## config.mk

```make
export PLATFORM = sky130hd
export DESIGN_NAME = sss_sequencer
export DESIGN_NICKNAME = d
export VERILOG_FILES = /design/src/sss_sequencer.v /design/src/sss_tick_div.v
export VERILOG_INCLUDE_DIRS = /design/src
export SDC_FILE = /design/constraint.sdc
export NUM_CORES = 2
export LEC_CHECK = 0
export BUFFER_PORTS_ARGS = -buffer_cell sky130_fd_sc_hd__buf_2
export CORE_ASPECT_RATIO = 0.5
export CORE_MARGIN = 5
export CORE_UTILIZATION = 55
export CTS_CLUSTER_DIAMETER = 150
export DETAILED_ROUTE_END_ITERATION = 10
export PLACE_DENSITY_LB_ADDON = 0.1
export SKIP_CTS_REPAIR_TIMING = 1
export SYNTH_ARGS = -nofsm -noshare
export SYNTH_HDL_FRONTEND = slang
export SYNTH_SLANG_ARGS = --single-unit
```

## constraint.sdc

```tcl
create_clock -name clk_i -period 9.95 [get_ports clk_i]
set_input_delay 1.99 -clock clk_i [delete_from_list [all_inputs] [get_ports clk_i]]
set_output_delay 1.99 -clock clk_i [all_outputs]
set_load 0.01 [all_outputs]
```

## src/sss_defs.vh

```
// Offsets, fields, reset values and timing constants of the step setpoint sequencer
`ifndef SSS_DEFS_VH
`define SSS_DEFS_VH

// Register offsets
`define SSS_REG_CTRL        8'h00
`define SSS_REG_CFG         8'h01
`define SSS_REG_STATUS      8'h02
`define SSS_REG_SETPOINT    8'h03
`define SSS_REG_REMAIN      8'h04
`define SSS_REG_PV          8'h05
// Step table: base + 4 * step + field
`define SSS_TBL_HI          3'h1
`define SSS_FLD_SP          2'h0
`define SSS_FLD_GRP         2'h1
`define SSS_FLD_RATE        2'h2
`define SSS_FLD_TIME        2'h3

// CFG field positions
`define SSS_CFG_TU_LSB      0
`define SSS_CFG_PVS_LSB     2
`define SSS_CFG_END_LSB     4
`define SSS_CFG_RU_LSB      6
`define SSS_CFG_STEPS_LSB   8

// Reset values
`define SSS_RST_TU          2'h0
`define SSS_RST_PVS         2'h0
`define SSS_RST_END         2'h0
`define SSS_RST_RU          2'h1
`define SSS_RST_STEPS       4'h1
`define SSS_RST_SP          16'h0000
`define SSS_RST_GRP         4'h1
`define SSS_RST_RATE        16'h0000
`define SSS_RST_TIME        14'h0000

// Encodings
`define SSS_TU_TENTH        2'h0
`define SSS_TU_SEC          2'h1
`define SSS_TU_MIN          2'h2
`define SSS_PVS_NONE        2'h0
`define SSS_PVS_UP          2'h1
`define SSS_PVS_DOWN        2'h2
`define SSS_END_STOP        2'h0
`define SSS_END_LOOP        2'h1
`define SSS_END_HOLD        2'h2
`define SSS_RU_SEC          2'h0
`define SSS_RU_MIN          2'h1
`define SSS_RU_HOUR         2'h2

// Limits
`define SSS_MAX_RATE        16'h270f
`define SSS_MAX_TIME        16'h270f
`define SSS_MAX_GRP         16'h0008
`define SSS_MAX_STEPS       16'h0008
`define SSS_DISP_CLAMP      14'h176f
`define SSS_DISP_FULL       8'h63

// Timing
`define SSS_CLK_PERIOD_NS   10
`define SSS_TENTH_S_NS      100000000
`define SSS_TENTHS_PER_S    10
`define SSS_S_PER_MIN       60
`define SSS_MIN_PER_H       60

`endif

```

## src/sss_sequencer.v

```verilog
// Step setpoint sequencer: step table, ramp/hold walk, remaining-time readout
//
// What this block does
// Hold time unit 0.1 s, 1 s, 1 min
// Readout in step unit, min.s or h.min
// 1 s unit: clamp readout at 99.99
// 1 min unit: clamp readout at 99.99
// PV start none begins at step 1 hold
// Up start ramps from PV if below
// Down start ramps from PV if above
// End stop: final hold done goes READY
// End loop returns to step 1 ramp
// Loop ramp from final setpoint, ignores PV start
// Loop repeats without limit until READY
// End hold keeps final setpoint until READY
// Per-step tuning group 1 to 8
// Ramp rate 0.1 to 999.9, zero none
// Zero rate or equal setpoints skip ramp
// Zero step time skips hold portion
// Ramp unit per s, min, h; default min
// Active steps 1 to 8; last is final
// Hold countdown per unit tick, zero advances
`timescale 1ns/1ps
`default_nettype none
`include "sss_defs.vh"

module sss_sequencer #(
  parameter TENTH_CYCLES = `SSS_TENTH_S_NS / `SSS_CLK_PERIOD_NS
) (
  input  wire        clk_i,
  input  wire        srst_i,
  input  wire [7:0]  addr_i,
  input  wire [15:0] wr_data_i,
  input  wire        wr_i,
  input  wire        rd_i,
  output reg  [15:0] rd_data_o,
  input  wire [15:0] process_value_i,
  output reg  [15:0] local_setpoint_o,
  output reg  [3:0]  tuning_group_o,
  output reg  [15:0] remain_disp_o,
  output reg  [2:0]  step_o,
  output reg         ramp_active_o,
  output reg         hold_portion_o,
  output reg         run_o
);

  localparam [2:0] ST_READY   = 3'h0;
  localparam [2:0] ST_RAMP_IN = 3'h1;
  localparam [2:0] ST_RAMP    = 3'h2;
  localparam [2:0] ST_HOLD_IN = 3'h3;
  localparam [2:0] ST_HOLD    = 3'h4;
  localparam [2:0] ST_NEXT    = 3'h5;
  localparam [2:0] ST_KEEP    = 3'h6;

  reg        [1:0]  tu_ff;
  reg        [1:0]  pvs_ff;
  reg        [1:0]  end_ff;
  reg        [1:0]  ru_ff;
  reg        [3:0]  steps_ff;
  reg signed [15:0] sp_mem   [0:7];
  reg        [3:0]  grp_mem  [0:7];
  reg        [15:0] rate_mem [0:7];
  reg        [13:0] time_mem [0:7];
  reg        [2:0]  state_ff;
  reg        [2:0]  step_ff;
  reg signed [19:0] acc_ff;
  reg               up_ff;
  reg        [13:0] rem_ff;
  reg               run_ff;
  integer           i;

  // Timebase chain: 0.1 s, 1 s, 1 min, 1 h
  wire t_tenth;
  wire t_sec;
  wire t_min;
  wire t_hour;

  sss_tick_div #(.DIV(TENTH_CYCLES)) u_div_tenth (
    .clk_i  (clk_i),
    .srst_i (srst_i),
    .tick_i (1'b1),
    .tick_o (t_tenth)
  );
  sss_tick_div #(.DIV(`SSS_TENTHS_PER_S)) u_div_sec (
    .clk_i  (clk_i),
    .srst_i (srst_i),
    .tick_i (t_tenth),
    .tick_o (t_sec)
  );
  sss_tick_div #(.DIV(`SSS_S_PER_MIN)) u_div_min (
    .clk_i  (clk_i),
    .srst_i (srst_i),
    .tick_i (t_sec),
    .tick_o (t_min)
  );
  sss_tick_div #(.DIV(`SSS_MIN_PER_H)) u_div_hour (
    .clk_i  (clk_i),
    .srst_i (srst_i),
    .tick_i (t_min),
    .tick_o (t_hour)
  );

  // hold unit tick
  wire hold_tick = (tu_ff == `SSS_TU_TENTH) ? t_tenth :
                   (tu_ff == `SSS_TU_SEC)   ? t_sec   : t_min;
  // ramp unit tick
  wire ramp_tick = (ru_ff == `SSS_RU_SEC) ? t_sec :
                   (ru_ff == `SSS_RU_MIN) ? t_min : t_hour;

  function signed [19:0] x10;
    input signed [15:0] v;
    reg signed [19:0] e;
    begin
      e   = {{4{v[15]}}, v};
      x10 = (e <<< 3) + (e <<< 1);
    end
  endfunction

  // final step index
  wire        [2:0]  last_step = steps_ff[2:0] - 3'h1;
  wire signed [19:0] tgt       = x10(sp_mem[step_ff]);
  wire signed [19:0] pv10      = x10($signed(process_value_i));
  wire signed [19:0] rate      = {4'h0, rate_mem[step_ff]};
  wire signed [19:0] up_next   = acc_ff + rate;
  wire signed [19:0] dn_next   = acc_ff - rate;
  wire signed [19:0] sp_whole  = acc_ff / 20'sd10;
  wire               sw_ctrl   = wr_i && (addr_i == `SSS_REG_CTRL);
  wire               tbl_hit   = (addr_i[7:5] == `SSS_TBL_HI);
  wire        [2:0]  tbl_idx   = addr_i[4:2];

  // Sequencer walk and run mode
  always @(posedge clk_i) begin
    if (srst_i) begin
      state_ff <= ST_READY;
      step_ff  <= 3'h0;
      acc_ff   <= 20'sh0;
      up_ff    <= 1'b0;
      rem_ff   <= 14'h0;
      run_ff   <= 1'b0;
    end else begin
      if (sw_ctrl) begin
        run_ff <= wr_data_i[0];
      end
      if (!run_ff) begin
        // READY: parked at top of step 1
        state_ff <= ST_READY;
        step_ff  <= 3'h0;
        acc_ff   <= x10(sp_mem[0]);
        rem_ff   <= time_mem[0];
      end else begin
        case (state_ff)
          ST_READY: begin
            // up start
            if (pvs_ff == `SSS_PVS_UP && $signed(process_value_i) < sp_mem[0]) begin
              acc_ff   <= pv10;
              state_ff <= ST_RAMP_IN;
            // down start
            end else if (pvs_ff == `SSS_PVS_DOWN && $signed(process_value_i) > sp_mem[0]) begin
              acc_ff   <= pv10;
              state_ff <= ST_RAMP_IN;
            // start at hold portion
            end else begin
              state_ff <= ST_HOLD_IN;
            end
          end
          ST_RAMP_IN: begin
            // skip ramp
            if (rate_mem[step_ff] == 16'h0 || acc_ff == tgt) begin
              acc_ff   <= tgt;
              state_ff <= ST_HOLD_IN;
            end else begin
              up_ff    <= (acc_ff < tgt);
              state_ff <= ST_RAMP;
            end
          end
          ST_RAMP: begin
            // ramp by rate tenths
            if (ramp_tick) begin
              if (up_ff ? (up_next >= tgt) : (dn_next <= tgt)) begin
                acc_ff   <= tgt;
                state_ff <= ST_HOLD_IN;
              end else begin
                acc_ff <= up_ff ? up_next : dn_next;
              end
            end
          end
          ST_HOLD_IN: begin
            rem_ff <= time_mem[step_ff];
            // skip zero hold
            if (time_mem[step_ff] == 14'h0) begin
              state_ff <= ST_NEXT;
            end else begin
              state_ff <= ST_HOLD;
            end
          end
          ST_HOLD: begin
            // count down
            if (hold_tick) begin
              rem_ff <= rem_ff - 14'h1;
              if (rem_ff == 14'h1) begin
                state_ff <= ST_NEXT;
              end
            end
          end
          ST_NEXT: begin
            if (step_ff != last_step) begin
              step_ff  <= step_ff + 3'h1;
              state_ff <= ST_RAMP_IN;
            // loop
            end else if (end_ff == `SSS_END_LOOP) begin
              // ramp from final setpoint
              // unlimited repeats
              step_ff  <= 3'h0;
              state_ff <= ST_RAMP_IN;
            // keep final setpoint
            end else if (end_ff == `SSS_END_HOLD) begin
              state_ff <= ST_KEEP;
            // stop to READY
            end else begin
              state_ff <= ST_READY;
              if (!(sw_ctrl && wr_data_i[0])) begin
                run_ff <= 1'b0;
              end
            end
          end
          ST_KEEP: begin
            state_ff <= ST_KEEP;
          end
          default: begin
            state_ff <= ST_READY;
          end
        endcase
      end
    end
  end

  // Settings and step table writes
  always @(posedge clk_i) begin
    if (srst_i) begin
      tu_ff    <= `SSS_RST_TU;
      pvs_ff   <= `SSS_RST_PVS;
      end_ff   <= `SSS_RST_END;
      ru_ff    <= `SSS_RST_RU;
      steps_ff <= `SSS_RST_STEPS;
      for (i = 0; i < 8; i = i + 1) begin
        sp_mem[i]   <= `SSS_RST_SP;
        grp_mem[i]  <= `SSS_RST_GRP;
        rate_mem[i] <= `SSS_RST_RATE;
        time_mem[i] <= `SSS_RST_TIME;
      end
    end else if (wr_i) begin
      if (addr_i == `SSS_REG_CFG) begin
        // hold unit select
        if (wr_data_i[`SSS_CFG_TU_LSB+1:`SSS_CFG_TU_LSB] <= `SSS_TU_MIN) begin
          tu_ff <= wr_data_i[`SSS_CFG_TU_LSB+1:`SSS_CFG_TU_LSB];
        end
        // PV start select
        if (wr_data_i[`SSS_CFG_PVS_LSB+1:`SSS_CFG_PVS_LSB] <= `SSS_PVS_DOWN) begin
          pvs_ff <= wr_data_i[`SSS_CFG_PVS_LSB+1:`SSS_CFG_PVS_LSB];
        end
        // end mode select
        if (wr_data_i[`SSS_CFG_END_LSB+1:`SSS_CFG_END_LSB] <= `SSS_END_HOLD) begin
          end_ff <= wr_data_i[`SSS_CFG_END_LSB+1:`SSS_CFG_END_LSB];
        end
        // ramp unit select
        if (wr_data_i[`SSS_CFG_RU_LSB+1:`SSS_CFG_RU_LSB] <= `SSS_RU_HOUR) begin
          ru_ff <= wr_data_i[`SSS_CFG_RU_LSB+1:`SSS_CFG_RU_LSB];
        end
        // step count 1 to 8
        if (wr_data_i[`SSS_CFG_STEPS_LSB+3:`SSS_CFG_STEPS_LSB] != 4'h0 &&
            {12'h0, wr_data_i[`SSS_CFG_STEPS_LSB+3:`SSS_CFG_STEPS_LSB]} <= `SSS_MAX_STEPS) begin
          steps_ff <= wr_data_i[`SSS_CFG_STEPS_LSB+3:`SSS_CFG_STEPS_LSB];
        end
      end else if (tbl_hit) begin
        if (addr_i[1:0] == `SSS_FLD_SP) begin
          sp_mem[tbl_idx] <= wr_data_i;
        // group 1 to 8
        end else if (addr_i[1:0] == `SSS_FLD_GRP) begin
          if (wr_data_i != 16'h0 && wr_data_i <= `SSS_MAX_GRP) begin
            grp_mem[tbl_idx] <= wr_data_i[3:0];
          end
        // rate limit
        end else if (addr_i[1:0] == `SSS_FLD_RATE) begin
          if (wr_data_i <= `SSS_MAX_RATE) begin
            rate_mem[tbl_idx] <= wr_data_i;
          end
        // time range
        end else begin
          if (wr_data_i <= `SSS_MAX_TIME) begin
            time_mem[tbl_idx] <= wr_data_i[13:0];
          end
        end
      end
    end
  end

  // readout source and format
  wire [13:0] disp_src = (state_ff == ST_HOLD) ? rem_ff : time_mem[step_ff];
  wire [13:0] disp_hi  = disp_src / 14'd60;
  wire [13:0] disp_lo  = disp_src % 14'd60;
  reg  [15:0] nxt_disp;

  always @* begin
    if (tu_ff == `SSS_TU_TENTH) begin
      nxt_disp = {2'h0, disp_src};
    // clamp at 99.99
    end else if (disp_src >= `SSS_DISP_CLAMP) begin
      nxt_disp = {`SSS_DISP_FULL, `SSS_DISP_FULL};
    end else begin
      nxt_disp = {disp_hi[7:0], disp_lo[7:0]};
    end
  end

  // Registered outputs and read port
  always @(posedge clk_i) begin
    if (srst_i) begin
      rd_data_o        <= 16'h0;
      local_setpoint_o <= 16'h0;
      tuning_group_o   <= `SSS_RST_GRP;
      remain_disp_o    <= 16'h0;
      step_o           <= 3'h0;
      ramp_active_o    <= 1'b0;
      hold_portion_o   <= 1'b0;
      run_o            <= 1'b0;
    end else begin
      local_setpoint_o <= sp_whole[15:0];
      // group of current step
      tuning_group_o   <= grp_mem[step_ff];
      remain_disp_o    <= nxt_disp;
      step_o           <= step_ff;
      ramp_active_o    <= (state_ff == ST_RAMP);
      hold_portion_o   <= (state_ff == ST_HOLD);
      run_o            <= run_ff;
      rd_data_o        <= 16'h0;
      if (rd_i) begin
        if (addr_i == `SSS_REG_CTRL) begin
          rd_data_o <= {15'h0, run_ff};
        end else if (addr_i == `SSS_REG_CFG) begin
          rd_data_o <= {4'h0, steps_ff, ru_ff, end_ff, pvs_ff, tu_ff};
        end else if (addr_i == `SSS_REG_STATUS) begin
          rd_data_o <= {9'h0, state_ff, 1'b0, step_ff};
        end else if (addr_i == `SSS_REG_SETPOINT) begin
          rd_data_o <= sp_whole[15:0];
        end else if (addr_i == `SSS_REG_REMAIN) begin
          rd_data_o <= nxt_disp;
        end else if (addr_i == `SSS_REG_PV) begin
          rd_data_o <= process_value_i;
        end else if (tbl_hit) begin
          if (addr_i[1:0] == `SSS_FLD_SP) begin
            rd_data_o <= sp_mem[tbl_idx];
          end else if (addr_i[1:0] == `SSS_FLD_GRP) begin
            rd_data_o <= {12'h0, grp_mem[tbl_idx]};
          end else if (addr_i[1:0] == `SSS_FLD_RATE) begin
            rd_data_o <= rate_mem[tbl_idx];
          end else begin
            rd_data_o <= {2'h0, time_mem[tbl_idx]};
          end
        end
      end
    end
  end

endmodule // sss_sequencer

`default_nettype wire

```

## src/sss_tick_div.v

```verilog
// Pulse divider: one output pulse per DIV input pulses
`timescale 1ns/1ps
`default_nettype none

module sss_tick_div #(
  parameter DIV = 10
) (
  input  wire clk_i,
  input  wire srst_i,
  input  wire tick_i,
  output reg  tick_o
);

  localparam [26:0] LAST = DIV[26:0] - 27'h1;

  reg [26:0] cnt_ff;

  always @(posedge clk_i) begin
    if (srst_i) begin
      cnt_ff <= 27'h0;
      tick_o <= 1'b0;
    end else begin
      tick_o <= 1'b0;
      if (tick_i) begin
        if (cnt_ff == LAST) begin
          cnt_ff <= 27'h0;
          tick_o <= 1'b1;
        end else begin
          cnt_ff <= cnt_ff + 27'h1;
        end
      end
    end
  end

endmodule // sss_tick_div

`default_nettype wire

```

==> results.json <==
{
  "area.sequential_um2": 16600,
  "path_class": "reg -> reg",
  "maxCapViolCount": 0,
  "ios": 102,
  "intPower_w": 0.00543,
  "grt_antenna_before_repair": 5,
  "place_area_um2": 41900,
  "slew_violations": 0,
  "ys_warn_count": 0,
  "synth_cell_type_count": 111,
  "cts_root_buf": "clkbuf_16",
  "drt-total-wl_mm": 122,
  "synth_flop_cell": "edfxtp_1",
  "tritoncts": "yes",
  "synthArstFlopShare_pct": 0,
  "clock_latency_ns": 0.69,
  "post-route-period-util_pct": 93.8,
  "ir_drop_mv": 0.183,
  "cts.htree.levels": 2,
  "die_w_um": 393,
  "drc": 0,
  "tightest_slew_ns": 1.27,
  "syn-mean-instance-area_um2": 10.6,
  "drive_above_1_share_pct": 16.6,
  "portBuffers": 101,
  "vias": 31200,
  "postLayoutCellArea_um2": 44200,
  "arrival_ns": 9.93,
  "slowest_delay_ns": 0.59,
  "pwr-share-seq_pct": 35.9,
  "endpoint_kind": "flip-flop",
  "die_h_um": 201,
  "yosysSeqAreaShare_pct": 41.1,
  "dieArea_um2": 79100,
  "area_growth_pct": 9.69,
  "fillers": 6013,
  "grt_first_pass_wirelength_mm": 184,
  "required_ns": 10.55,
  "clock_sinks": 627,
  "slew-limit-headroom_pct": 13.1,
  "rsz0062_at_grt": "no",
  "hold_ws_ns": 0.487,
  "grt_pass1_vias": 29600,
  "num_rows": 70,
  "grt_use_total_pct": 30.4,
  "post_drt_wl_per_cell_um": 25.0,
  "switching_share_pct": 34.6,
  "gr-total-overflow": 0,
  "pwr-share-clk_pct": 31.2,
  "hold_viol_final": 0,
  "synth_seq_cells": 627,
  "crit_buf_inv": 1,
  "drt-met1-wl_mm": 52.5,
  "multi_input_area_um2": 22600,
  "numCtsBuffers": 59,
  "clk_pin_slew_ns": 0.08,
  "dp_hpwl_mm": 87.7,
  "vias_per_cell": 6.40,
  "place_congestion": 0.955,
  "startpoint_type": "flip-flop",
  "fin_crit_ns": 9.33,
  "top_layer_used": "met4",
  "first_pass_iters": 7,
  "synth_area_um2": 40300,
  "drtAntennaViolNets": 0,
  "final-setup-viol-count": 0,
  "synth_edf_count": 400,
  "drt_first_iter_violations": 3536,
  "tns_ns": 0,
  "status": "finished, final reports clean",
  "p_leak_nw": 16.3,
  "p_comb_share_pct": 32.9,
  "regToRegSetupSlack_ns": 0.62,
  "path_max_fanout": 10,
  "start_util_pct": 55.3,
  "dr_wl_met3_mm": 12.9,
  "core_area_um2": 72900,
  "critPathTopFamily": "simple AND/OR/NAND/NOR gates",
  "hold_class": "reg -> reg",
  "skew_ns": 0.0710,
  "cp_slowest_cell": "or4_1",
  "p_sw_w": 0.00288,
  "fin_nets": 4050,
  "clockBufferDepth": 3,
  "grt_max_degree": 54,
  "timing.fmax_ghz": 0.107,
  "netlist_instances": 3799,
  "powerDensity_nw_per_um2": 188,
  "wl_met2_mm": 52.9
}
power by group through the flow:
stage          registers, W  logic [W]  clock network, W
6_report            0.00298    0.00274           0.00259
5_1_grt             0.00299    0.00296           0.00274
4_1_cts             0.00298    0.00267           0.00262
3_5_place_dp        0.00304    0.00264                 0
3_3_place_gp        0.00303    0.00263                 0
2_1_floorplan       0.00301    0.00194                 0
cell usage in the layout (no fill, tap or decap), types with 32 or more instances in the layout:
master | netlist | routed
nand4_1 | 50 | 50
xnor2_1 | 125 | 124
and3_1 | 57 | 57
a21o_1 | 34 | 34
nor3_1 | 65 | 62
mux2_2 | 50 | 50
mux2i_1 | 71 | 71
o21bai_1 | 46 | 46
inv_1 | 114 | 114
a21oi_1 | 208 | 208
clkbuf_16 | 0 | 62
dfxtp_1 | 227 | 223
nor2b_1 | 32 | 32
ha_1 | 163 | 163
nand3_1 | 66 | 66
and2_1 | 378 | 378
mux4_2 | 213 | 213
buf_2 | 7 | 98
edfxtp_1 | 400 | 400
nor2_1 | 328 | 326
xor2_1 | 107 | 106
nand2_1 | 212 | 211
o21ai_0 | 144 | 120
buf_4 | 0 | 92
cells in the mapped netlist, drive strengths merged, types with 108 or more instances:
cell / instances / area [um2]
edfxtp: 400 / 12000
and2: 378 / 2360
nor2: 329 / 1240
dfxtp: 227 / 4540
mux4: 213 / 4800
nand2: 212 / 796
a21oi: 210 / 1060
clkbuf: 184 / 692
ha: 163 / 2040
o21ai: 155 / 776
xnor2: 125 / 1090
inv: 115 / 432
xor2: 108 / 953
area by class of cell:
cell class	count	area share [%]
Sequential cell	627	37.5
Antenna cell	4	0.0226
Tap cell	972	2.75
Inverter	116	0.985
Multi-Input combinational cell	2843	51.1
Timing Repair Buffer	191	2.70
Clock inverter	31	1.14
Clock buffer	81	3.87
sequential cells by signal (all words and copies together), names as in the netlist, 20 cells and up, named ones only:
signal              count
rate_mem              128
sp_mem                128
time_mem              112
grp_mem                32
u_div_hour.cnt_ff      27
u_div_min.cnt_ff       27
u_div_sec.cnt_ff       27
u_div_tenth.cnt_ff     27
acc_ff                 20
per-layer routing:
metal  up-vias  track usage, %
met2      1436            45.6
met3       189            6.63
met5         -               0
met1     15300            45.0
met4         0            7.48
li1      14200               -
worst paths after layout:
check / startpoint / end / depth (start not counted)
worst max-delay path: acc_ff[1] / rd_data_o[10] / 34
worst max register to register: acc_ff[1] / rd_data_o[10] / 34
worst min-delay path: u_div_tenth.cnt_ff[0] / u_div_tenth.cnt_ff[0] / 1
worst min register to register: u_div_tenth.cnt_ff[0] / u_div_tenth.cnt_ff[0] / 1
cell families after synthesis:
family / count (synthesis) / share of synthesized area [%]
buf+inv: 345 / 3.31
simple gates: 1352 / 17.7
mux: 335 / 15.1
compound gates: 732 / 12.3
flops: 627 / 41.1
xor+xnor: 233 / 5.08
fa+ha+maj: 174 / 5.46
other cells: 1 / 0.00930
per-stage QoR:
stage	setup WS (ns)	cells	util, %	total power (W)
finish	0.621	4865	60.7	0.00831
global route	0.000687	4864	60.7	0.00870
CTS	0.329	4859	60.5	0.00826
detailed placement	0.362	4747	57.5	0.00568
global placement	0.486	4747	57.5	0.00566
floorplan	0.0259	3815	-	0.00495
Power figures use the tool's default switching activity.
